<file path="src/inc/sgwl_pkg.sv">
// Purpose: Shared constants for the serial gain word loader link.
// Assumes: Gain figures are carried in tenths of a milli-dB.
// Notes: The host, the gain decoder and the bench checks use these names through sgwl_pkg::.
package sgwl_pkg;
   // ----------------------------------------------------------------
   // Word format
   // ----------------------------------------------------------------
   localparam int WORD_BITS = 8;
   localparam int CODE_BITS = 7;
   localparam logic [6:0] CODE_MAX = 7'h47;
   localparam logic [6:0] CODE_DEFAULT = 7'h00;
   // ----------------------------------------------------------------
   // Gain figures, in milli-dB scaled by ten (0.1 mdB units)
   // ----------------------------------------------------------------
   localparam int GAIN_MAX_UMDB = 275000;
   localparam int GAIN_STEP_UMDB = 7526;
   localparam int GAIN_W = 20;
   // ----------------------------------------------------------------
   // Host controller timing, in ns and in its own clock cycles
   // ----------------------------------------------------------------
   localparam int SCLK_HALF_NS = 40;
   localparam int CLK_NS = 10;
   localparam int SCLK_HALF_CYC = (SCLK_HALF_NS + CLK_NS - 1) / CLK_NS;
   localparam logic [3:0] HALF_LAST = 4'(SCLK_HALF_CYC - 1);
   // ----------------------------------------------------------------
   // Host register map, byte offsets on the software port
   // ----------------------------------------------------------------
   localparam logic [3:0] REG_GAIN = 4'h0;
   localparam logic [3:0] REG_CTRL = 4'h4;
   localparam logic [3:0] REG_STAT = 4'h8;
   localparam int CTRL_TXDIS_N_BIT = 0;
   localparam int CTRL_SLEEP_N_BIT = 1;
   localparam int STAT_BUSY_BIT = 0;
   localparam int STAT_DONE_BIT = 1;
   localparam logic [1:0] CTRL_RESET = 2'h0;
endpackage : sgwl_pkg

</file>
<file path="src/inc/sgwl_if.sv">
// Purpose: Three-wire gain link plus the two asynchronous mode lines.
// Assumes: The host drives every signal; the device only listens.
// Notes: No clocking block; the bench supplies nothing here.
`timescale 1ns/1ps
interface sgwl_if;
   logic load_window_n;      // Framing strobe, low during a load.
   logic serial_clk;         // Serial clock from the host.
   logic serial_gain_in;     // Serial data, MSB first.
   logic transmit_disable_n; // Low: between-burst mode.
   logic sleep_n;            // Low: sleep, high output impedance.
   modport host (
      output load_window_n,
      output serial_clk,
      output serial_gain_in,
      output transmit_disable_n,
      output sleep_n
   );
   modport device (
      input load_window_n,
      input serial_clk,
      input serial_gain_in,
      input transmit_disable_n,
      input sleep_n
   );
endinterface : sgwl_if

</file>
<file path="src/logic/sgwl_host.sv">
// Purpose: Host end: registers for software, serialiser for gain words.
// Assumes: Serial clock made by dividing i_clk; mode lines are registers.
// Notes: A write to the gain register while busy is dropped.
//
// Added by the designer: the register offsets and the strobed register port.
`timescale 1ns/1ps
module sgwl_host (
   input wire logic i_clk,            // System clock, 100 MHz.
   input wire logic i_rst_n,          // Synchronous reset, active low.
   input wire logic [3:0] i_addr,     // Register byte address.
   input wire logic [31:0] i_wdata,   // Write data.
   input wire logic i_wr,             // Write strobe.
   input wire logic i_rd,             // Read strobe.
   output logic [31:0] o_rdata,       // Read data, cycle after strobe.
   sgwl_if.host lnk                   // Link to the device.
);
   // ----------------------------------------------------------------
   // State
   // ----------------------------------------------------------------
   typedef enum logic [3:0] {
      SGWL_IDLE = 4'b0001,
      SGWL_LOW = 4'b0010,
      SGWL_HIGH = 4'b0100,
      SGWL_END = 4'b1000
   } sgwl_state_t;
   sgwl_state_t state, next_state;
   logic [7:0] word, next_word;
   logic [7:0] shreg, next_shreg;
   logic [3:0] half, next_half;
   logic [3:0] bitn, next_bitn;
   logic [1:0] ctrl, next_ctrl;
   logic done, next_done;
   logic win_n, next_win_n;
   logic sclk, next_sclk;
   logic sdo, next_sdo;
   logic [31:0] rdata, next_rdata;

   function automatic logic hit(input logic [3:0] a, input logic [3:0] r);
      hit = (a == r);
   endfunction : hit

   always_comb begin
      next_state = state;
      next_word = word;
      next_shreg = shreg;
      next_half = half;
      next_bitn = bitn;
      next_ctrl = ctrl;
      next_done = done;
      next_win_n = win_n;
      next_sclk = sclk;
      next_sdo = sdo;
      next_rdata = 32'h0000_0000;
      if (i_wr && hit(i_addr, sgwl_pkg::REG_CTRL)) begin
         next_ctrl = i_wdata[1:0];
      end
      if (i_rd) begin
         case (i_addr)
            sgwl_pkg::REG_GAIN: next_rdata = {24'h00_0000, word};
            sgwl_pkg::REG_CTRL: next_rdata = {30'h0000_0000, ctrl};
            sgwl_pkg::REG_STAT:
               next_rdata = {30'h0000_0000, done, state != SGWL_IDLE};
            default: next_rdata = 32'h0000_0000;
         endcase
      end
      // Set wins over the read-clear of the done flag.
      if (i_rd && hit(i_addr, sgwl_pkg::REG_STAT)) begin
         next_done = 1'b0;
      end
      case (state)
         SGWL_IDLE: begin
            if (i_wr && hit(i_addr, sgwl_pkg::REG_GAIN)) begin
               next_word = i_wdata[7:0];
               next_shreg = i_wdata[7:0];
               next_win_n = 1'b0;
               next_sdo = i_wdata[7];
               next_bitn = 4'h0;
               next_half = 4'h0;
               next_state = SGWL_LOW;
            end
         end
         SGWL_LOW: begin
            next_half = half + 4'h1;
            if (half == sgwl_pkg::HALF_LAST) begin
               next_half = 4'h0;
               next_sclk = 1'b1;
               next_state = SGWL_HIGH;
            end
         end
         SGWL_HIGH: begin
            next_half = half + 4'h1;
            if (half == sgwl_pkg::HALF_LAST) begin
               next_half = 4'h0;
               next_sclk = 1'b0;
               next_shreg = {shreg[6:0], 1'b0};
               next_sdo = shreg[6];
               next_bitn = bitn + 4'h1;
               next_state = SGWL_LOW;
               if (bitn == 4'(sgwl_pkg::WORD_BITS - 1)) begin
                  next_state = SGWL_END;
               end
            end
         end
         SGWL_END: begin
            next_half = half + 4'h1;
            if (half == sgwl_pkg::HALF_LAST) begin
               next_half = 4'h0;
               next_win_n = 1'b1;
               next_done = 1'b1;
               next_state = SGWL_IDLE;
            end
         end
         default: next_state = SGWL_IDLE;
      endcase
   end

   always_ff @(posedge i_clk) begin
      if (!i_rst_n) begin
         state <= SGWL_IDLE;
         word <= 8'h00;
         shreg <= 8'h00;
         half <= 4'h0;
         bitn <= 4'h0;
         ctrl <= sgwl_pkg::CTRL_RESET;
         done <= 1'b0;
         win_n <= 1'b1;
         sclk <= 1'b0;
         sdo <= 1'b0;
         rdata <= 32'h0000_0000;
      end else begin
         state <= next_state;
         word <= next_word;
         shreg <= next_shreg;
         half <= next_half;
         bitn <= next_bitn;
         ctrl <= next_ctrl;
         done <= next_done;
         win_n <= next_win_n;
         sclk <= next_sclk;
         sdo <= next_sdo;
         rdata <= next_rdata;
      end
   end

   assign o_rdata = rdata;
   assign lnk.load_window_n = win_n;
   assign lnk.serial_clk = sclk;
   assign lnk.serial_gain_in = sdo;
   assign lnk.transmit_disable_n = ctrl[sgwl_pkg::CTRL_TXDIS_N_BIT];
   assign lnk.sleep_n = ctrl[sgwl_pkg::CTRL_SLEEP_N_BIT];
endmodule : sgwl_host

</file>
<file path="src/flat_wrapper.sv">
// flat-port wrapper written by rule: the top's interface ports become plain ports
module sgwl_host_flat 
  (i_clk, i_rst_n, i_addr, i_wdata, i_wr, i_rd, o_rdata, lnk_load_window_n, lnk_serial_clk, lnk_serial_gain_in, lnk_transmit_disable_n, lnk_sleep_n);
  sgwl_if lnk_i ();
  input wire logic i_clk;
  input wire logic i_rst_n;
  input wire logic [3:0] i_addr;
  input wire logic [31:0] i_wdata;
  input wire logic i_wr;
  input wire logic i_rd;
  output logic [31:0] o_rdata;
  output wire logic [$bits(lnk_i.load_window_n)-1:0] lnk_load_window_n;
  output wire logic [$bits(lnk_i.serial_clk)-1:0] lnk_serial_clk;
  output wire logic [$bits(lnk_i.serial_gain_in)-1:0] lnk_serial_gain_in;
  output wire logic [$bits(lnk_i.transmit_disable_n)-1:0] lnk_transmit_disable_n;
  output wire logic [$bits(lnk_i.sleep_n)-1:0] lnk_sleep_n;
  assign lnk_load_window_n = lnk_i.load_window_n;
  assign lnk_serial_clk = lnk_i.serial_clk;
  assign lnk_serial_gain_in = lnk_i.serial_gain_in;
  assign lnk_transmit_disable_n = lnk_i.transmit_disable_n;
  assign lnk_sleep_n = lnk_i.sleep_n;
  sgwl_host u_core (.i_clk(i_clk), .i_rst_n(i_rst_n), .i_addr(i_addr), .i_wdata(i_wdata), .i_wr(i_wr), .i_rd(i_rd), .o_rdata(o_rdata), .lnk(lnk_i));
endmodule
</file>
<file path="config.mk">
export PLATFORM = sky130hd
export DESIGN_NAME = sgwl_host_flat
export DESIGN_NICKNAME = d
export VERILOG_FILES = /design/src/inc/sgwl_pkg.sv /design/src/inc/sgwl_if.sv /design/src/logic/sgwl_host.sv /design/src/flat_wrapper.sv
export SDC_FILE = /design/constraint.sdc
export NUM_CORES = 1
export LEC_CHECK = 0
export BUFFER_PORTS_ARGS = -buffer_cell sky130_fd_sc_hd__buf_2
export CORE_MARGIN = 3
export CORE_UTILIZATION = 49
export DETAILED_ROUTE_END_ITERATION = 7
export GPL_ROUTABILITY_DRIVEN = 0
export PLACE_DENSITY = 0.79
export RECOVER_POWER = 25
export SYNTH_ARGS = -nofsm -noshare
export SYNTH_HDL_FRONTEND = slang
export SYNTH_SLANG_ARGS = --single-unit
</file>
<file path="constraint.sdc">
create_clock -name i_clk -period 2.12 [get_ports i_clk]
set_input_delay 0.424 -clock i_clk [delete_from_list [all_inputs] [get_ports i_clk]]
set_output_delay 0.424 -clock i_clk [all_outputs]
set_load 0.02 [all_outputs]
</file>
==> After elaboration in Yosys (flattened, before gate mapping) <==
Index checks and enable logic that the tools add are counted.
{ "classes": {"n_addsub": 2, "n_reduce_logical": 16, "muxes": 26, "eq_ne": 13} }
{ "ops": {"columns": ["operator", "count"], "rows": [
  ["4-bit 2-to-1 mux", 8],
  ["8-bit case mux with 3 select lines", 1],
  ["4-bit case mux with 2 select lines", 2],
  ["4-bit case mux with 4 select lines", 1],
  ["7-bit 2-to-1 mux", 2],
  ["7-bit case mux with 2 select lines", 1],
  ["4-bit by 3-bit equality test with 1-bit output (second input constant)", 3],
  ["3-bit AND reduction", 3],
  ["4-bit by 1-bit adder with 4-bit output (second input constant)", 2],
  ["4-bit by 2-bit equality test with 1-bit output (second input constant)", 2],
  ["4-bit equality test (second input constant)", 2],
  ["1-bit 2-to-1 mux", 8],
  ["2-bit by 1-bit != test with 1-bit output (second input constant)", 4],
  ["2-bit nonzero test", 4],
  ["1-bit case mux with 2 select lines", 3],
  ["2-bit AND reduction", 3],
  ["4-bit by 1-bit equality test with 1-bit output (second input constant)", 1],
  ["4-bit zero test", 1],
  ["4-bit by 1-bit != test with 1-bit output (second input constant)", 1],
  ["4-bit AND reduction", 1],
  ["1-bit logical AND", 3],
  ["3-bit OR reduction", 1]
]} }
{ "totals": {"word_cells": 68, "reg_bits": 65, "in_bits": 40} }

==> Longest topological paths before layout <==
{ "depth": {"depth_word": 5, "ltp_mapped": 6} }

==> Worst setup path before layout <==
No wires, ideal clock.
{ "synth_timing": {"path_kind": "register to register", "startpoint": "register u_core.half[0]", "endpoint": "register u_core.state[1]", "setup_ns": 0.119, "required_time_ns": 2.001, "n_path_buf": 1, "stages_incl_launch_ff": 7, "t_arrival_ns": 1.457, "synth_period_minus_slack_ns": 1.575, "setup_slack_ns": 0.545, "cell_sequence": "dfxtp_1 -> ha_1 -> or3b_1 -> clkbuf_1 -> o211ai_1 -> a21oi_1 -> o221a_1"} }
{ "synth_between": {"elab_chain_cells": 3, "elab_cells_between_ends": 5, "classes_between": "eq/ne (4); reduce/logical (1)"} }
{ "synth_lines": {"columns": ["element", "line_no", "text"], "rows": [
  ["from (decl)", "sgwl_host.sv:29", "logic [3:0] half, next_half;"],
  ["from (signal assigned)", "sgwl_host.sv:134", "half <= next_half;"],
  ["4-bit by 2-bit equality test with 1-bit output *", "sgwl_host.sv:84, sgwl_host.sv:92, sgwl_host.sv:106", null],
  ["2-bit by 1-bit != test with 1-bit output (no source line)", null, null],
  ["4-bit AND reduction (no source line) *", null, null],
  ["to (signal assigned)", "sgwl_host.sv:131", "state <= next_state;"],
  ["to (decl)", "sgwl_host.sv:26", "sgwl_state_t state, next_state;"]
]} }
Every way passes the cells marked *; elsewhere a longest branch is shown, timed or not.
A chain may end at the register's enable or synchronous reset.

==> Worst setup path in the final report <==
{ "layout_timing": {"startpoint": "register u_core.state[1]", "endpoint": "register u_core.bitn[1]"} }
{ "layout_between": {"elab_chain_cells": 3, "elab_cells_between_ends": 7, "classes_between": "eq/ne (4); mux (1); reduce/logical (2)"} }
{ "layout_lines": {"columns": ["element", "line_no", "text"], "rows": [
  ["4-bit by 3-bit equality test with 1-bit output or 4-bit by 1-bit equality test with 1-bit output (tied branches)", "sgwl_host.sv:70", "case (state)"],
  ["2-bit by 1-bit != test with 1-bit output (no source line) or 2-bit nonzero test (tied branches)", null, null],
  ["3-bit AND reduction (no source line)", null, null],
  ["to (signal assigned)", "sgwl_host.sv:135", "bitn <= next_bitn;"],
  ["to (decl)", "sgwl_host.sv:30", "logic [3:0] bitn, next_bitn;"]
]} }
Several ways; a longest one is shown, not always the timed one.

==> flow_summary.ini <==
[clock_tree]
clock_sinks = 41
clock_path_buffers = 2
hold_buffers = 0
clk_pin_slew_ns = 0.09
insertion_delay_ns = 0.29
cts_root_buf = clkbuf_8
cts_htree_levels = 2
post_cts_buffers = 0
cts_buffers = 5
tritoncts = yes
cts_resized = 0

[grt]
grt_use_total_pct = 16.5
grt_max_degree = 17
antenna_found_initial = 0
grt_pass1_wl_mm = 6.83
gr-total-overflow = 0
grt_pass1_vias = 1477

[hold_path]
min_path_type = in2reg
hold_start = i_wdata[5]
holdPathStages = 3
hold_end = u_core.word[5]

[layout]
layout-drive-gt1-share_pct = 15.6
fin_util_pct = 56.4
final_nets = 304
instances_no_fill = 313
syn2layout_area_growth_pct = 8.47
diodes = 0
fillers = 381

[power]
pwr-share-comb_pct = 10.7
finalPower_uw = 1730
p_sw_uw = 419
swShare_pct = 24.2
p_clk_share_pct = 43.1
internal-power_uw = 1310
p_seq_share_pct = 46.2
p_per_area_nw_per_um2 = 746
max-vdd-ir-drop_v = 0.000432
power_leakage_uw = 0.000954

[floorplanning]
die_y_microns = 72.1
die_area_sq_um = 5200
die_w_microns = 72.1
initial_core_util_pct = 52.0
ioPinCount = 77
coreArea_sq_um = 4120
fp-row-count = 23

[synth]
synth_edf_count = 0
async_flop_share_pct = 0
yosysTopAreaCellShare_pct = 38.3
syn_inst = 237
syn_area_sq_um = 2140
synth_compound_area_share_pct = 16.2
postSynthAreaPerCell_sq_um = 9.03
synth_top_family_by_area = simple AND/OR/NAND/NOR gates
ys.flop_type = dfxtp_1
synthMuxAreaShare_pct = 7.95
synthXorXnorAreaFrac_pct = 0.409
ys_warn_count = 0
synth_adder_area_share_pct = 1.17
yosysSeqAreaShare_pct = 38.3
yosysTopAreaCell = dfxtp_1
synth_top_cells_by_area = dfxtp_1 (38%), buf_4 (9.1%), mux2i_1 (7.9%)
ys_ff_latch = 41
synth_simple_gate_area_share_pct = 22.5
synth_cell_types = 44

[setup_path]
cp.required_ns = 2.30
cp.arrival_ns = 2.06
crit_type = reg2reg
r2r-start = u_core.state[1]
crit_path_end_kind = register
reg2reg_depth = 3
cp_max_fo = 15
r2r_setup_slack_ns = 0.24
start_kind = register
reg2reg_to = u_core.bitn[1]

[routing]
drc = 0
avgViaCountPerCell = 5.35
drt_pass1_iterations = 4
drt_wl_total_mm = 4.20
post_drt_wl_per_cell_microns = 13.4
vias = 1674
drtAntennaViolNets = 0
drt_iter0_markers = 197

[sta]
slew_headroom_pct = 40.3
finalHoldViolCount = 0
fin_skew_ns = 0.0116
fmax_ghz = 0.532
tightest_slew_ns = 0.893
period_needed_ns = 1.88
finalSetupViolations = 0
fin_setup_tns_ns = 0
rsz0062_at_grt = no
maxSlewViolCount = 0
finalCritPeriodShare_pct = 88.6

[placement]
dp_cells = 305
port_buffers = 28
place_hpwl_mm = 2.98

[status]
status = complete, no violations

[flow_run]
maxCapViolCount = 0
sequential cells by signal (all words and copies together) (netlist names):
name / flops
u_core.word: 8
u_core.lnk.serial_clk: 1
u_core.shreg: 7
u_core.o_rdata: 8
u_core.state: 4
u_core.half: 4
u_core.bitn: 4
u_core.ctrl: 2
u_core.lnk.load_window_n: 1
u_core.lnk.serial_gain_in: 1
u_core.done: 1
critical path: stages (launching register included):
cell     delay, ns
dfxtp_1       0.47
nor2_1        0.76
nand2_1       0.25
a31o_1        0.28
how the worst max path moves through the flow:
stage                    startpoint         endpoint  slack, ns  cells after the start
floorplan            u_core.half[0]  u_core.state[1]       0.54                      6
global placement    u_core.state[1]   u_core.bitn[1]       0.32                      3
detailed placement   u_core.half[0]   u_core.bitn[1]       0.29                      5
CTS                  u_core.half[0]   u_core.bitn[1]       0.27                      5
global route        u_core.state[1]   u_core.bitn[0]       0.06                      3
finish              u_core.state[1]   u_core.bitn[1]       0.24                      3
metal layers:
layer | global-route usage (%) | wire (microns) | share of wire [%]
met3 | 3.74 | 229 | 5.5
met4 | 8.14 | 62 | 1.5
met1 | 21.1 | 1860 | 44
met5 | 0 | 0 | 0
met2 | 26.0 | 2050 | 49
kinds of logic after synthesis:
family | count (synthesis)
compound gates | 51
xor+xnor | 1
fa+ha+maj | 2
buf+inv | 42
flops | 41
mux | 17
other cells | 1
simple gates | 82
power groups by stage:
stage / Combinational, uW / Sequential, uW / Clock (uW)
2_1_floorplan: 183 / 806 / 0
3_5_place_dp: 182 / 818 / 0
3_3_place_gp: 180 / 818 / 0
5_1_grt: 203 / 803 / 790
4_1_cts: 184 / 800 / 761
6_report: 185 / 801 / 747
layout by cell type (no fill, tap or decap), types with 2 or more instances in the layout:
| master | instances |
|---|---|
| o21ai_1 | 2 |
| and2_1 | 6 |
| a311oi_1 | 8 |
| a31oi_1 | 2 |
| conb_1 | 24 |
| nor3b_2 | 2 |
| nor3b_1 | 2 |
| inv_1 | 3 |
| nor3_1 | 4 |
| o21ai_0 | 5 |
| a21oi_1 | 20 |
| bufinv_16 | 2 |
| nor2b_1 | 6 |
| nor2_1 | 19 |
| o211ai_1 | 3 |
| nand3_1 | 11 |
| buf_4 | 5 |
| ha_1 | 2 |
| nand2_1 | 19 |
| dfxtp_1 | 41 |
| nand4b_1 | 2 |
| nor4b_2 | 3 |
| clkbuf_1 | 11 |
| buf_2 | 17 |
| clkbuf_8 | 5 |
| a31o_1 | 2 |
| mux2i_1 | 17 |
area by class of cell:
| type | count | area [sq um] | area share [%] |
|---|---|---|---|
| repair buffers | 34 | 171 | 7.38 |
| multi-input cells | 177 | 1120 | 48.2 |
| inverters | 3 | 11.3 | 0.485 |
| well taps | 50 | 62.6 | 2.69 |
| flip-flops and latches | 41 | 821 | 35.3 |
| clock inverters | 3 | 68.8 | 2.96 |
| clock buffers | 5 | 68.8 | 2.96 |
synth_stat cells (4+ instances only):
cell and instances:
dfxtp_1 41, o21ai_0 5, mux2i_1 17, nor2_1 19
buf_2 4, nand2_1 19, nor3_1 4, buf_4 26
nand3_1 11, nor2b_1 6, a21oi_1 20, clkbuf_1 6
and2_1 6, a311oi_1 8
through the flow:
stage                     setup slack, ns  hold slack [ns]  instance area, sq um
after CTS                           0.274            0.379                  2340
final                               0.241            0.386                  2320
after floorplan                     0.545            0.429                  2230
after detailed placement            0.286            0.441                  2200
after global routing               0.0598            0.380                  2320
after global placement              0.324            0.438                  2200
Power figures use the tool's default switching activity.
